<file path="src/ioec_pkg.sv">
// Package for the isochronous out endpoint configuration byte block.
// Assumes a single system clock and a plain address/strobe register port.
package ioec_pkg;
    localparam int ADDR_W = 4;
    localparam int DATA_W = 8;
    // Register offsets
    localparam logic [3:0] CFG_OFFS = 4'h0;
    localparam logic [3:0] STAT_OFFS = 4'h1;
    localparam logic [3:0] LIMIT_OFFS = 4'h2;
    // Field positions of the configuration byte
    localparam int ON_BIT = 7;
    localparam int ISO_BIT = 6;
    localparam int OVR_BIT = 5;
    localparam int SIZE_MSB = 4;
    localparam int SIZE_W = 5;
    // Reset values
    localparam logic [7:0] CFG_RST = 8'h00;
    localparam logic [7:0] LIMIT_RST = 8'h80;
    localparam logic [7:0] ZERO_BYTE = 8'h00;
    // Endpoint handling mode
    typedef enum logic [1:0] {
        IOEC_MODE_OFF = 2'h0,
        IOEC_MODE_NONISO = 2'h1,
        IOEC_MODE_ISO = 2'h3
    } ioec_mode_type;
    // Register port request
    typedef struct packed {
        logic [ADDR_W-1:0] addr;
        logic [DATA_W-1:0] wdata;
        logic wr;
        logic rd;
    } ioec_req_type;
    // Incoming data byte from the serial engine
    typedef struct packed {
        logic [7:0] data;
        logic valid;
        logic pkt_start;
    } ioec_byte_type;
endpackage : ioec_pkg

</file>
<file path="src/ioec_buf_writer.sv">
// Buffer manager write side for the isochronous out endpoint.
// Assumes bytes arrive one per cycle, synchronous to clk, framed by pkt_start.
module ioec_buf_writer #(
    parameter int CNT_W = 8
) (
    input wire logic clk,
    input wire logic rst,
    input wire logic active,
    input wire ioec_pkg::ioec_byte_type in_byte,
    input wire logic [CNT_W-1:0] limit,
    input wire logic [4:0] sample_bytes_m1,
    output logic wr_en,
    output logic [CNT_W-1:0] wr_addr,
    output logic [7:0] wr_data,
    output logic overflow,
    output logic sample_end
);
    initial begin
        if (CNT_W < 6) $error("CNT_W too small");
    end
    logic [CNT_W-1:0] cnt_ff, nxt_cnt;
    logic [4:0] smp_ff, nxt_smp;
    logic wr_en_ff, ovf_ff, send_ff;
    logic [CNT_W-1:0] addr_ff;
    logic [7:0] data_ff;
    wire [CNT_W-1:0] base = in_byte.pkt_start ? '0 : cnt_ff;
    wire [4:0] sbase = in_byte.pkt_start ? 5'h00 : smp_ff;
    wire take = active && in_byte.valid;
    // Overflow: byte would land at or past the allotted space
    wire full = (base >= limit);
    wire accept = take && !full;
    wire smp_done = accept && (sbase == sample_bytes_m1);
    // Counters next values
    assign nxt_cnt = accept ? CNT_W'(base + 1'b1) : base;
    assign nxt_smp = smp_done ? 5'h00 : (accept ? sbase + 5'h01 : sbase);
    // Counters and registered outputs
    always_ff @(posedge clk) begin
        if (rst) begin
            cnt_ff <= '0;
            smp_ff <= 5'h00;
            wr_en_ff <= 1'b0;
            addr_ff <= '0;
            data_ff <= 8'h00;
            ovf_ff <= 1'b0;
            send_ff <= 1'b0;
        end else begin
            cnt_ff <= (take || in_byte.pkt_start) ? nxt_cnt : cnt_ff;
            smp_ff <= (take || in_byte.pkt_start) ? nxt_smp : smp_ff;
            wr_en_ff <= accept;
            addr_ff <= base;
            data_ff <= in_byte.data;
            ovf_ff <= take && full;
            send_ff <= smp_done;
        end
    end
    assign wr_en = wr_en_ff;
    assign wr_addr = addr_ff;
    assign wr_data = data_ff;
    assign overflow = ovf_ff;
    assign sample_end = send_ff;
endmodule : ioec_buf_writer

</file>
<file path="src/ioec_endpoint.sv">
// Isochronous out endpoint configuration byte with its buffer write side.
// Assumes firmware on the register port and the serial engine on in_byte, one clock.
// Functional notes
// - Endpoint active only while firmware holds bit 7 at one.
// - Bit 6 one selects isochronous handling, zero control/interrupt/bulk.
// - Buffer manager sets overrun bit 5 on buffer overflow.
// - Overrun stays set until firmware writes zero; does not alter operation.
// - Bits 4:0 give one less than the bytes of one full codec frame sample.
//
// Strobed register access and the register addresses were chosen for this implementation.
module ioec_endpoint #(
    parameter int CNT_W = 8
) (
    input wire logic clk,
    input wire logic rst,
    input wire ioec_pkg::ioec_req_type req,
    output logic [ioec_pkg::DATA_W-1:0] rdata,
    input wire ioec_pkg::ioec_byte_type in_byte,
    output logic iso_active,
    output logic noniso_active,
    output logic [5:0] sample_bytes,
    output logic buf_wr_en,
    output logic [CNT_W-1:0] buf_wr_addr,
    output logic [7:0] buf_wr_data,
    output logic sample_end
);
    initial begin
        if (CNT_W > ioec_pkg::DATA_W) $error("CNT_W must fit a register byte");
    end
    logic [7:0] cfg_ff, nxt_cfg;
    logic [7:0] limit_ff;
    logic [7:0] rdata_ff, nxt_rdata;
    logic ovf_pulse;
    logic [CNT_W-1:0] bytes_seen_ff;
    ioec_pkg::ioec_mode_type mode;

    // Address decode
    wire sel_cfg = req.addr == ioec_pkg::CFG_OFFS;
    wire sel_stat = req.addr == ioec_pkg::STAT_OFFS;
    wire sel_lim = req.addr == ioec_pkg::LIMIT_OFFS;
    wire wr_cfg = req.wr && sel_cfg;
    wire wr_lim = req.wr && sel_lim;

    // Field views
    wire ep_on = cfg_ff[ioec_pkg::ON_BIT];
    wire ep_iso = cfg_ff[ioec_pkg::ISO_BIT];
    wire [4:0] size_m1 = cfg_ff[ioec_pkg::SIZE_MSB:0];
    assign mode = !ep_on ? ioec_pkg::IOEC_MODE_OFF :
                  (ep_iso ? ioec_pkg::IOEC_MODE_ISO : ioec_pkg::IOEC_MODE_NONISO);
    assign iso_active = mode == ioec_pkg::IOEC_MODE_ISO;
    assign noniso_active = mode == ioec_pkg::IOEC_MODE_NONISO;
    assign sample_bytes = {1'b0, size_m1} + 6'h01;

    // Next config: overrun set beats a firmware clear in the same cycle
    always_comb begin
        nxt_cfg = wr_cfg ? req.wdata : cfg_ff;
        if (ovf_pulse) begin
            nxt_cfg[ioec_pkg::OVR_BIT] = 1'b1;
        end
    end

    // Read mux: status holds a count of bytes seen in current packet
    always_comb begin
        nxt_rdata = ioec_pkg::ZERO_BYTE;
        if (sel_cfg) begin
            nxt_rdata = cfg_ff;
        end else if (sel_stat) begin
            nxt_rdata[CNT_W-1:0] = bytes_seen_ff;
        end else if (sel_lim) begin
            nxt_rdata = limit_ff;
        end
    end

    // Register storage; hardware never clears the overrun bit
    always_ff @(posedge clk) begin
        if (rst) begin
            cfg_ff <= ioec_pkg::CFG_RST;
            limit_ff <= ioec_pkg::LIMIT_RST;
            rdata_ff <= ioec_pkg::ZERO_BYTE;
        end else begin
            cfg_ff <= nxt_cfg;
            limit_ff <= wr_lim ? req.wdata : limit_ff;
            rdata_ff <= req.rd ? nxt_rdata : ioec_pkg::ZERO_BYTE;
        end
    end
    assign rdata = rdata_ff;

    // Packet byte tally, purely observational; a first byte on pkt_start counts too
    always_ff @(posedge clk) begin
        if (rst) begin
            bytes_seen_ff <= '0;
        end else if (in_byte.pkt_start) begin
            bytes_seen_ff <= {{(CNT_W-1){1'b0}}, iso_active && in_byte.valid};
        end else if (iso_active && in_byte.valid && (&bytes_seen_ff == 1'b0)) begin
            bytes_seen_ff <= CNT_W'(bytes_seen_ff + 1'b1);
        end
    end

    // Write side sees enable, mode and the size field, never the overrun bit
    ioec_buf_writer #(
        .CNT_W(CNT_W)
    ) u_writer (
        .clk(clk),
        .rst(rst),
        .active(iso_active),
        .in_byte(in_byte),
        .limit(limit_ff[CNT_W-1:0]),
        .sample_bytes_m1(size_m1),
        .wr_en(buf_wr_en),
        .wr_addr(buf_wr_addr),
        .wr_data(buf_wr_data),
        .overflow(ovf_pulse),
        .sample_end(sample_end)
    );
endmodule : ioec_endpoint

</file>
<file path="config.mk">
export PLATFORM = sky130hd
export DESIGN_NAME = ioec_endpoint
export DESIGN_NICKNAME = d
export VERILOG_FILES = /design/src/ioec_pkg.sv /design/src/ioec_buf_writer.sv /design/src/ioec_endpoint.sv
export SDC_FILE = /design/constraint.sdc
export NUM_CORES = 1
export LEC_CHECK = 0
export ABC_CLOCK_PERIOD_IN_PS = 2780
export BUFFER_PORTS_ARGS = -buffer_cell sky130_fd_sc_hd__buf_2
export CORE_UTILIZATION = 39
export DETAILED_ROUTE_END_ITERATION = 10
export HOLD_SLACK_MARGIN = 0.05
export PLACE_DENSITY_LB_ADDON = 0.12
export SETUP_SLACK_MARGIN = 0.3
export SYNTH_ARGS = -nofsm -noshare
export SYNTH_HDL_FRONTEND = slang
export SYNTH_HIERARCHICAL = 1
export SYNTH_SLANG_ARGS = --single-unit
</file>
<file path="constraint.sdc">
create_clock -name clk -period 2.78 [get_ports clk]
set_clock_uncertainty 0.15 [all_clocks]
set_input_delay 0.278 -clock clk [delete_from_list [all_inputs] [get_ports clk]]
set_output_delay 0.278 -clock clk [all_outputs]
set_load 0.02 [all_outputs]
</file>
==> flow_summary.ini <==
[floorplan]
dieHeight_um = 91.09
die_w_um = 91.09
initial_utilization_pct = 40.27
row_count = 32
io_pins = 60
core-area_um2 = 7687
dieArea_um2 = 8297

[worst_setup_path]
start_kind = flip-flop
slowest_stage = or4b_1
r2r-end = u_writer/smp_ff[3]
crit_required_ns = 2.90
critPathCapture = u_writer/smp_ff[3]
path_buf_inv = 0
critPathArrivalTime_ns = 2.62
crit_chain = nand2b_4 -> ha_4 -> nand2b_4 -> a21o_1 -> a211o_4 -> a211o_4 -> or4b_1 -> a31oi_1
crit_path_start = u_writer/cnt_ff[0]
crit_path_end_kind = flip-flop
r2r_start = u_writer/cnt_ff[0]
path_delay_family = compound AO/OA/AOI/OAI gates
worstRegToRegCells = 8
slowest_delay_ns = 0.48
path_class = reg -> reg
cp_max_fo = 5
worst-path-stages = 8
reg2reg_slack_ns = 0.28

[grt]
grt_pass1_vias = 2579
grt_max_degree = 37
overflow = 0
grt_first_pass_wirelength_mm = 12.51
antenna_found_initial = 0
grt.total_usage_pct = 19.34

[power]
p_clk_share_pct = 40.8
power_leakage_nw = 1.609
p_sw_uw = 419.1
power_frac_seq_pct = 52.1
p_total_mw = 1.787
swShare_pct = 23.45
pwr-share-comb_pct = 7.0
power_density_nw_per_um2 = 459.7
p_int_mw = 1.368
worst_ir_drop_vdd_v = 0.0001992

[cells_and_area]
mostFrequentLayoutCells = dfxtp_1 (61), buf_2 (59), nor2b_1 (25)
design_area_um2 = 3887
nNetsFinal = 461
final.fill_count = 790
area_growth_pct = 25.59
antenna_cells = 0
final_common_cell = dfxtp_1
fin_util_pct = 50.57
layout-drive-gt1-share_pct = 27.63

[route]
drtPass1Iterations = 4
ant_nets = 0
drt-wirelength-per-cell_um = 14.18
drtIter0Drc = 140
drc = 0
routed_wl_mm = 7.499
detail_route.vias_per_cell = 5.144
vias = 2721

[sta]
timing.slew.headroom_pct = 64.02
rsz0062_at_grt = true
fin_crit_sh_pct = 90.03
tns_ns = 0
max_freq_mhz = 399.5
drv_slew = 0
setup_viol = 0
hold_viol_final = 0
tightest_slew_ns = 0.5383
finalWorstPathRequiredPeriod_ns = 2.503

[synthesis]
ys_ff_latch = 64
ys_types = 52
ys_seq_area_share_pct = 41.39
ys_warn_count = 6
syn_area_um2 = 3095
postSynthCellCount = 350
synth-main-ff-cell = dfxtp_1
synth-edff-count = 0
synthArstFlopShare_pct = 0
synth.net_count = 387
synth_area_per_cell_um2 = 8.844

[cts]
cts_buffers = 9
clock_latency_ns = 0.34
cts_root_buf = clkbuf_8
htreeDepth = 3
cts_buffer_depth = 2
cts.sinks = 64
cts_tree = yes
clk_pin_slew_ns = 0.07

[worst_hold_path]
hold_start = req[2]
hold_path_class = in -> reg

[run]
cap_violations = 0

[placed_design]
gp_congestion = 0.7621
placed_area_um2 = 3550
io_buffers = 59
dp_hpwl_mm = 5.328

[outcome]
status = finished, final reports clean
==> worst register-to-register path: cells and delay by family (launching register included) <==
family | cells | cell delay [ns]
compound gates | 4 | 1.05
fa+ha+maj | 1 | 0.21
flops | 1 | 0.36
simple gates | 3 | 0.67
==> per-stage QoR <==
step	setup slack (ns)	hold slack [ns]	cells
after CTS	0.3214	0.06062	528
after global placement	0.1714	0.3356	505
after floorplan	0.2319	0.2089	350
after detailed placement	0.1202	0.3311	505
final	0.2771	0.07150	529
after global routing	0.2375	0.06625	529
==> synthesized netlist by cell type (all sizes together) (3+ instances only) <==
cell type  instances  area, um2
dfxtp             64       1281
nor2              34      162.7
nor2b             27      168.9
nand2b            24      150.1
a21oi             19      95.09
o21ai             18      90.08
mux2i             16      160.2
nand3             16      80.08
inv               15      56.30
nand2             15      56.30
nor3              14      70.07
ha                11      137.6
clkbuf             8      30.03
xnor2              7      61.31
buf                6      33.77
a31oi              5      31.28
a211oi             4      30.03
nand4              4      25.02
a2111oi            3      32.53
and3               3      18.77
and4               3      26.28
mux2               3      33.78
==> logic make-up after synthesis <==
| logic type | synth area share, % |
|---|---|
| buf+inv | 3.880 |
| compound gates | 12.61 |
| fa+ha+maj | 4.446 |
| simple gates | 29.14 |
| mux | 6.265 |
| flops | 41.39 |
| xor+xnor | 2.264 |
==> per-layer routing <==
metal | part of all wire, % | up-vias | GRT usage, %
met4 | 1.9 | 0 | 8.730
met5 | 0 | - | 0
met2 | 46 | 55 | 30.93
met3 | 3.3 | 12 | 3.769
met1 | 48 | 1277 | 25.13
li1 | - | 1377 | -
==> cell type report <==
class                      count  area, um2  share of cell area (%)
clock buffer                  14      172.7                   4.442
inverter                      15      56.30                   1.448
multi-input combinational    257       1787                   45.96
sequential                    64       1287                   33.12
tap                          102      127.6                   3.283
timing repair buffer          77      456.7                   11.75
==> worst min path at each step <==
| stage | endpoint | slack (ns) | cells after the start |
|---|---|---|---|
| 6_report | limit_ff[0] | 0.07 | 3 |
| 5_1_grt | cfg_ff[6] | 0.07 | 3 |
| 4_1_cts | limit_ff[0] | 0.06 | 3 |
| 3_5_place_dp | cfg_ff[5] | 0.33 | 2 |
| 3_3_place_gp | u_writer/wr_data[1] | 0.34 | 2 |
| 2_1_floorplan | u_writer/wr_addr[6] | 0.21 | 1 |
==> registers in the layout, indices dropped and copies added, names as in the netlist <==
register and flops:
u_writer/cnt_ff 8, u_writer/wr_data 8, u_writer/wr_addr 8, u_writer/smp_ff 5
cfg_ff 8, bytes_seen_ff 8, u_writer/overflow 1, limit_ff 8
u_writer/wr_en 1, u_writer/sample_end 1, rdata 8
==> power groups by stage <==
stage          Combinational [mW]  Clock (mW)  Sequential (mW)
2_1_floorplan              0.0620           0            0.962
3_3_place_gp                0.114           0            0.953
3_5_place_dp                0.115           0            0.954
4_1_cts                     0.125       0.753            0.933
5_1_grt                     0.138       0.797            0.933
6_report                    0.126       0.730            0.932
==> repair_timing <==
item	in CTS	in global routing
endpoints found under the setup margin	4	4
hold buffers	9	0
pin swaps	0	3
resized for setup	5	12
buffers inserted	0	1
endpoints found under the hold margin	9	0
Note: power is estimated with default switching activity, not from simulation.
